===== src/wdt_pkg.sv =====
// Constants shared by the windowed watchdog block.
// Assumes a 32-bit APB register port and an 8-bit byte address.
`default_nettype none

package wdt_pkg;

  // Register byte addresses
  localparam int ADDR_W = 8;
  localparam logic [7:0] CTRL_OFS = 8'h08;
  localparam logic [7:0] SVC_OFS = 8'h0c;
  localparam logic [7:0] STAT_OFS = 8'h10;
  localparam logic [7:0] MASK_OFS = 8'h14;
  localparam logic [7:0] CFG_OFS = 8'h18;
  localparam logic [7:0] CNT_OFS = 8'h1c;

  // Control register fields
  localparam int CTRL_WIN_BIT = 7;
  localparam int CTRL_FRZ_BIT = 6;
  localparam int CTRL_RATE_MSB = 2;
  localparam int RATE_W = 3;
  localparam logic [7:0] CTRL_RESET = 8'h00;

  // Status and mask fields
  localparam int ST_W = 2;
  localparam int ST_TIMEOUT_BIT = 0;
  localparam int ST_EARLY_BIT = 1;
  localparam logic [1:0] ST_RESET = 2'h0;

  // Configuration fields
  localparam int CFG_PSR_BIT = 0;
  localparam logic CFG_PSR_RESET = 1'b0;

  // Service values
  localparam logic [7:0] SVC_ARM = 8'h55;
  localparam logic [7:0] SVC_FIRE = 8'haa;

  // Counter geometry and time-out exponents per rate code
  localparam int CNT_W = 25;
  localparam int EXP_W = 5;
  localparam logic [7:0][4:0] RATE_EXP_DEF = {5'h18, 5'h17, 5'h16, 5'h14, 5'h12, 5'h10, 5'h0e, 5'h00};

  typedef enum logic {
    SVC_IDLE = 1'b0,
    SVC_ARMED = 1'b1
  } wdt_svc_type;

endpackage

`default_nettype wire


===== src/wdt_cnt_if.sv =====
// Link between the watchdog register logic and its period counter.
// Assumes both ends share pclk.
`timescale 1ns/10ps
`default_nettype none

interface wdt_cnt_if;
  logic enable;
  logic [wdt_pkg::EXP_W-1:0] exp;
  logic freeze;
  logic restart;
  logic [wdt_pkg::CNT_W-1:0] count;
  logic timeout;
  logic window_open;
  modport ctrl (output enable, output exp, output freeze, output restart,
                input count, input timeout, input window_open);
  modport cnt (input enable, input exp, input freeze, input restart,
               output count, output timeout, output window_open);
endinterface

`default_nettype wire


===== src/wdt_counter.sv =====
// Watchdog period counter with time-out pulse and window flag.
// Assumes exp is at least 2 while enabled.
`timescale 1ns/10ps
`default_nettype none

module wdt_counter (
  input wire logic pclk,
  input wire logic presetn,
  wdt_cnt_if.cnt cif
);
  localparam int CW = wdt_pkg::CNT_W;

  logic [CW-1:0] count_r;
  logic [CW-1:0] count_nxt;
  logic to_r;
  logic to_nxt;
  logic [CW-1:0] last;
  logic [CW-1:0] win_start;

  always_comb begin
    last = CW'((CW'(1) << cif.exp) - CW'(1));
    win_start = CW'(CW'(3) << (cif.exp - 5'h2));
    count_nxt = count_r;
    to_nxt = 1'b0;
    if (!cif.enable || cif.restart) begin
      count_nxt = '0;
    end else if (!cif.freeze) begin
      if (count_r == last) begin
        count_nxt = '0;
        to_nxt = 1'b1;
      end else begin
        count_nxt = CW'(count_r + CW'(1));
      end
    end
  end

  always_ff @(posedge pclk or negedge presetn) begin
    if (!presetn) begin
      count_r <= '0;
      to_r <= 1'b0;
    end else begin
      count_r <= count_nxt;
      to_r <= to_nxt;
    end
  end

  assign cif.count = count_r;
  assign cif.timeout = to_r;
  // Last quarter of the period
  assign cif.window_open = (count_r >= win_start);
endmodule

`default_nettype wire


===== src/wdt_top.sv =====
// Windowed watchdog: APB registers, service sequence, reset request.
// Assumes pclk is the oscillator clock; mode inputs synchronous to pclk.
`timescale 1ns/10ps
`default_nettype none

module wdt_top #(
  parameter logic [7:0][4:0] RATE_EXP = wdt_pkg::RATE_EXP_DEF
) (
  input wire logic pclk,
  input wire logic presetn,
  input wire logic psel,
  input wire logic penable,
  input wire logic pwrite,
  input wire logic [wdt_pkg::ADDR_W-1:0] paddr,
  input wire logic [31:0] pwdata,
  output logic [31:0] prdata,
  output logic pready,
  output logic pslverr,
  input wire logic special_mode,
  input wire logic debug_active,
  input wire logic pseudo_stop,
  output logic sys_reset_req,
  output logic tick_freeze,
  output logic irq
);
  localparam int SW = wdt_pkg::ST_W;

  wdt_cnt_if cnt_if();

  wdt_counter u_counter (
    .pclk(pclk),
    .presetn(presetn),
    .cif(cnt_if.cnt)
  );

  logic win_r;
  logic win_nxt;
  logic frz_r;
  logic frz_nxt;
  logic [wdt_pkg::RATE_W-1:0] rate_r;
  logic [wdt_pkg::RATE_W-1:0] rate_nxt;
  logic ctl_lock_r;
  logic ctl_lock_nxt;
  logic frz_lock_r;
  logic frz_lock_nxt;
  logic psr_r;
  logic psr_nxt;
  logic [SW-1:0] status_r;
  logic [SW-1:0] status_nxt;
  logic [SW-1:0] mask_r;
  logic [SW-1:0] mask_nxt;
  wdt_pkg::wdt_svc_type svc_r;
  wdt_pkg::wdt_svc_type svc_nxt;
  logic rst_req_r;
  logic rst_req_nxt;
  logic irq_r;
  logic irq_nxt;
  logic [31:0] prdata_r;
  logic [31:0] prdata_nxt;

  logic wr;
  logic wr_ctl;
  logic wr_svc;
  logic addr_hit;
  logic enabled;
  logic ctl_accept;
  logic early;
  logic restart_svc;
  logic restart_ctl;
  logic [7:0] wbyte;
  logic [SW-1:0] events;

  // Bus decode
  always_comb begin
    case (paddr)
      wdt_pkg::CTRL_OFS, wdt_pkg::SVC_OFS, wdt_pkg::STAT_OFS,
      wdt_pkg::MASK_OFS, wdt_pkg::CFG_OFS, wdt_pkg::CNT_OFS: addr_hit = 1'b1;
      default: addr_hit = 1'b0;
    endcase
  end

  assign wr = psel && penable && pwrite && addr_hit;
  assign wr_ctl = wr && (paddr == wdt_pkg::CTRL_OFS);
  assign wr_svc = wr && (paddr == wdt_pkg::SVC_OFS);
  assign wbyte = pwdata[7:0];
  assign enabled = (rate_r != '0);
  assign ctl_accept = special_mode || !ctl_lock_r;

  // Control and configuration
  always_comb begin
    win_nxt = win_r;
    rate_nxt = rate_r;
    ctl_lock_nxt = ctl_lock_r;
    frz_nxt = frz_r;
    frz_lock_nxt = frz_lock_r;
    psr_nxt = psr_r;
    mask_nxt = mask_r;
    restart_ctl = 1'b0;
    if (wr_ctl && ctl_accept) begin
      win_nxt = pwdata[wdt_pkg::CTRL_WIN_BIT];
      rate_nxt = pwdata[wdt_pkg::CTRL_RATE_MSB:0];
      if (!special_mode) begin
        ctl_lock_nxt = 1'b1;
      end
      if (pwdata[wdt_pkg::CTRL_RATE_MSB:0] != '0) begin
        restart_ctl = 1'b1;
      end
    end
    if (wr_ctl && !frz_lock_r) begin
      frz_nxt = pwdata[wdt_pkg::CTRL_FRZ_BIT];
      frz_lock_nxt = 1'b1;
    end
    if (wr && (paddr == wdt_pkg::CFG_OFS)) begin
      psr_nxt = pwdata[wdt_pkg::CFG_PSR_BIT];
    end
    if (wr && (paddr == wdt_pkg::MASK_OFS)) begin
      mask_nxt = pwdata[SW-1:0];
    end
  end

  // Service sequence
  always_comb begin
    svc_nxt = svc_r;
    early = 1'b0;
    restart_svc = 1'b0;
    if (wr_svc && enabled) begin
      if (win_r && !cnt_if.window_open && (wbyte == wdt_pkg::SVC_ARM || wbyte == wdt_pkg::SVC_FIRE)) begin
        early = 1'b1;
        svc_nxt = wdt_pkg::SVC_IDLE;
      end else if (wbyte == wdt_pkg::SVC_ARM) begin
        svc_nxt = wdt_pkg::SVC_ARMED;
      end else if (wbyte == wdt_pkg::SVC_FIRE && svc_r == wdt_pkg::SVC_ARMED) begin
        restart_svc = 1'b1;
        svc_nxt = wdt_pkg::SVC_IDLE;
      end else begin
        svc_nxt = wdt_pkg::SVC_IDLE;
      end
    end
    if (!enabled) begin
      svc_nxt = wdt_pkg::SVC_IDLE;
    end
  end

  // Events, status, interrupt and reset pulse
  always_comb begin
    events = '0;
    events[wdt_pkg::ST_TIMEOUT_BIT] = cnt_if.timeout;
    events[wdt_pkg::ST_EARLY_BIT] = early;
    status_nxt = status_r;
    if (wr && (paddr == wdt_pkg::STAT_OFS)) begin
      status_nxt = status_r & ~pwdata[SW-1:0];
    end
    // Set wins over a clear in the same cycle
    status_nxt = status_nxt | events;
    irq_nxt = |(status_nxt & mask_nxt);
    rst_req_nxt = cnt_if.timeout || early;
  end

  // Read data captured in the setup cycle
  always_comb begin
    prdata_nxt = prdata_r;
    if (psel && !penable) begin
      prdata_nxt = '0;
      case (paddr)
        wdt_pkg::CTRL_OFS: begin
          prdata_nxt[wdt_pkg::CTRL_WIN_BIT] = win_r;
          prdata_nxt[wdt_pkg::CTRL_FRZ_BIT] = frz_r;
          prdata_nxt[wdt_pkg::CTRL_RATE_MSB:0] = rate_r;
        end
        wdt_pkg::SVC_OFS: prdata_nxt[0] = (svc_r == wdt_pkg::SVC_ARMED);
        wdt_pkg::STAT_OFS: prdata_nxt[SW-1:0] = status_r;
        wdt_pkg::MASK_OFS: prdata_nxt[SW-1:0] = mask_r;
        wdt_pkg::CFG_OFS: prdata_nxt[wdt_pkg::CFG_PSR_BIT] = psr_r;
        wdt_pkg::CNT_OFS: prdata_nxt[wdt_pkg::CNT_W-1:0] = cnt_if.count;
        default: prdata_nxt = '0;
      endcase
    end
  end

  always_ff @(posedge pclk or negedge presetn) begin
    if (!presetn) begin
      win_r <= wdt_pkg::CTRL_RESET[wdt_pkg::CTRL_WIN_BIT];
      frz_r <= wdt_pkg::CTRL_RESET[wdt_pkg::CTRL_FRZ_BIT];
      rate_r <= wdt_pkg::CTRL_RESET[wdt_pkg::CTRL_RATE_MSB:0];
      ctl_lock_r <= 1'b0;
      frz_lock_r <= 1'b0;
      psr_r <= wdt_pkg::CFG_PSR_RESET;
      status_r <= wdt_pkg::ST_RESET;
      mask_r <= wdt_pkg::ST_RESET;
      svc_r <= wdt_pkg::SVC_IDLE;
      rst_req_r <= 1'b0;
      irq_r <= 1'b0;
      prdata_r <= '0;
    end else begin
      win_r <= win_nxt;
      frz_r <= frz_nxt;
      rate_r <= rate_nxt;
      ctl_lock_r <= ctl_lock_nxt;
      frz_lock_r <= frz_lock_nxt;
      psr_r <= psr_nxt;
      status_r <= status_nxt;
      mask_r <= mask_nxt;
      svc_r <= svc_nxt;
      rst_req_r <= rst_req_nxt;
      irq_r <= irq_nxt;
      prdata_r <= prdata_nxt;
    end
  end

  // Counter steering
  assign cnt_if.enable = enabled;
  assign cnt_if.exp = RATE_EXP[rate_r];
  assign cnt_if.restart = restart_svc || restart_ctl;
  assign cnt_if.freeze = (frz_r && debug_active) || (pseudo_stop && !psr_r);
  assign tick_freeze = frz_r && debug_active;

  assign prdata = prdata_r;
  assign pready = 1'b1;
  assign pslverr = psel && penable && !addr_hit;
  assign sys_reset_req = rst_req_r;
  assign irq = irq_r;
endmodule

`default_nettype wire


===== config.mk =====
export PLATFORM = sky130hd
export DESIGN_NAME = wdt_top
export DESIGN_NICKNAME = d
export VERILOG_FILES = /design/src/wdt_pkg.sv /design/src/wdt_cnt_if.sv /design/src/wdt_counter.sv /design/src/wdt_top.sv
export SDC_FILE = /design/constraint.sdc
export NUM_CORES = 1
export LEC_CHECK = 0
export BUFFER_PORTS_ARGS = -buffer_cell sky130_fd_sc_hd__buf_2
export CAP_MARGIN = 40
export CORE_ASPECT_RATIO = 1.5
export CORE_MARGIN = 8
export CORE_UTILIZATION = 50
export DETAILED_ROUTE_END_ITERATION = 10
export PLACE_DENSITY_LB_ADDON = 0.05
export SYNTH_ARGS = -nofsm -noshare
export SYNTH_HDL_FRONTEND = slang
export SYNTH_SLANG_ARGS = --single-unit
export TNS_END_PERCENT = 10

===== constraint.sdc =====
create_clock -name pclk -period 5.07 [get_ports pclk]
set_input_delay 0.2535 -clock pclk [delete_from_list [all_inputs] [get_ports pclk]]
set_output_delay 0.2535 -clock pclk [all_outputs]
set_load 0.05 [all_outputs]

==> out/qor.txt <==
status: finished clean
share of cells above drive strength 1: 14.1%
routed len/inst: 19.3 um
final number of setup-violating endpoints: 0
Die Width: 99.9 um
crit-path cells: buf_4 -> ha_1 -> and2_1 -> ha_1 -> nor3_1 -> o31ai_1 -> a2111oi_0 -> nor4bb_1 -> nand4_1 -> or4b_1 -> o21bai_2 -> nor2_1
Synth cell types: 71
DP Cell Count: 822
Worst Tran Pin Value: 874 ps
Worst-Skew Late Latency: 330 ps
Ys Warns: 0
area of the multi-input gates: 3300 um^2
TritonCTS clock tree: built
Clock Path Buffers: 2
Max Fanout on Critical Path: 14
leakage: 2.56 nW
sequential fraction of the synthesis area: 31.3%
post-route cell area: 5890 um^2
fin crit share: 92.7%
DRT Wirelength: 16200 um
Finished Layout Cells: 838
Post-CTS Resized: 0
antenna violations before repair: 0
Setup crit start kind: flip-flop
largest net degree at the start of global routing: 67
async set-reset flop share out of synthesis: 100%
Main synth FF type: dfrtp_1
total negative setup slack: 0 ps
Final Hold Fails: 0
Crit path buffers/inverters: 1
synthesis-to-layout area growth: 11.8%
max incr delay on CP: 860 ps
most used cell, CP: ha_1
Layout Nets: 765
Top delay family on crit path: simple AND/OR/NAND/NOR gates
Post-DRT Antenna Nets: 0
GRT Residual Overflow: 0
first-pass GRT wire length: 25800 um
Worst Hold Class: in2async
Placement Cell Area: 5550 um^2
port buffer count: 52
total core area: 10400 um^2
Sequential cell area: 1650 um^2
Starting Density: 50.6%
DR top layer: met4
die height: 142 um
clk_skew: 8.12 ps
max_slew headroom: 41.8%
DPL Wire Length: 12100 um
synth top area cells: dfrtp_1 31%, nand2_1 7.5%, ha_1 6.6%
number of cell rows: 46
GR Util All Layers: 23.2%
synthesized instance count: 668
crit end category: flip-flop
initial drt markers: 290
Clock Pin Slew Worst Setup and Hold Paths: 60 ps
Max Cap Violations: 0
DRT Pass-1 Iters: 4
final period demand of the worst path: 4700 ps
crit path DAT: 4900 ps
filler cell count in the final layout: 995
CTS Sinks: 66
PwrDens: 302 nW/um^2
CP required: 5280 ps
Post-synth EDFFs: 0
Inserted Diodes: 0
Post-Syn Area per Cell: 7.89 um^2
fmax: 0.213 GHz
DRC viols: 0
clk root buf: clkbuf_16
Cell Area, Synth: 5270 um^2
I/O pin cnt: 85
vias in the first global route: 4950
Crit-path slowest cell: or4b_1
RSZ-0062 raised after global routing: false
max-slew violations: 0
critical path type: reg2reg
via count: 5098
CTS buffer count: 9
DIE AREA: 14200 um^2
metal1 wirelength: 6590 um
GP Congestion: 0.873
postcts setup bufs: 0
DR vias/cell: 6.08
Max VDD drop: 0.229 mV
metal2 WL: 8320 um
Synth top area share: 31.3%
H-Tree Level Count: 3
Yosys reg bits: 66
WL met3: 600 um
largest area contributor in the netlist: dfrtp_1
cts hold-fix bufs: 0
==> per-stage QoR <==
step	setup WS (ps)	hold WS, ps	power [W]	util (%)
floorplan	602	-42.1	0.000938	-
global placement	567	458	0.00104	53.2
detailed placement	523	463	0.00105	53.3
CTS	510	126	0.00178	56.6
global route	77.2	140	0.00186	56.6
finish	372	105	0.00178	56.6
==> cell usage in the layout (no fill, tap or decap), types with 14 or more instances in the layout <==
cell type,n
nand2_1,105
nor3_1,20
o211ai_1,14
nand3_1,27
ha_1,28
inv_1,18
buf_2,52
a31oi_1,14
a21oi_1,32
dfrtp_1,66
o21ai_0,41
nor2_1,38
==> sequential cells by signal (all words and copies together) (netlist names), 2 cells and up <==
name and flops:
prdata 25, u_counter.cif.count 25, rate_r 3, mask_r 2, status_r 2
==> kinds of logic (layout without fill, tap and decap cells) <==
logic type / after synthesis / after routing / share of synthesized area (%)
flops: 66 / 66 / 31.3
buf+inv: 81 / 100 / 6.76
compound gates: 161 / 161 / 19.9
xor+xnor: 17 / 17 / 2.82
fa+ha+maj: 28 / 28 / 6.64
mux: 16 / 16 / 3.44
simple gates: 297 / 297 / 29.0
other cells: 2 / 9 / 0.142
==> cells in the mapped netlist (3+ instances only) <==
cell and number:
or2_2 4, and3_1 9, nand3_1 27, dfrtp_1 66, o2111ai_1 3, nor2_1 38
inv_1 18, xor2_1 8, nand2_1 105, nand3b_1 7, and2_1 11, clkbuf_1 42
o31ai_1 3, o211ai_1 14, a21o_1 4, mux2i_1 8, or4b_1 3, a211oi_1 7
buf_2 6, nand2b_1 9, a21oi_1 32, buf_1 3, a22oi_1 5, buf_4 8
xnor2_1 9, nor4b_1 4, o21ai_0 43, nor3b_1 6, mux2_2 7, nor4_1 6
nand4b_1 6, nor4bb_1 4, o22ai_1 7, a31oi_1 14, ha_1 28, nor2b_1 11
or3_1 7, nor3_1 20, nand4_1 12
==> path summary, 6_finish.rpt <==
kind                         startpoint                       to  slack [ps]  depth (start not counted)
setup / recovery              rate_r[1]  u_counter.cif.count[11]         370                         12
min in group pclk          special_mode               ctl_lock_r         130                          2
setup reg to reg              rate_r[1]  u_counter.cif.count[11]         370                         12
hold / removal                  presetn                prdata[1]         100                          2
hold reg to reg              prdata[13]               prdata[13]         470                          2
max in group asynchronous       presetn   u_counter.cif.count[2]        4390                          2
==> report_power, final <==
group	leakage (nW)	total (W)	internal [W]	switching (W)
Sequential	0.844	0.000681	0.000564	0.000117
Clock	0.167	0.000729	0.000483	0.000246
Combinational	1.55	0.000369	0.000154	0.000216
Total	2.56	0.00178	0.00120	0.000578
==> per-layer routing <==
| layer | up-vias | GRT usage, % |
|---|---|---|
| li1 | 2444 | - |
| met1 | 2467 | 26.9 |
| met2 | 151 | 40.3 |
| met3 | 36 | 3.58 |
| met4 | 0 | 11.7 |
| met5 | - | 0 |
==> final cells by class <==
class	instances	area share, %
Multi-Input combinational cell	528	55.9
Sequential cell	66	28.0
Timing Repair Buffer	64	5.94
Clock buffer	10	3.88
Tap cell	144	3.06
Clock inverter	6	1.91
Inverter	20	1.27
Power figures use the tool's default switching activity.
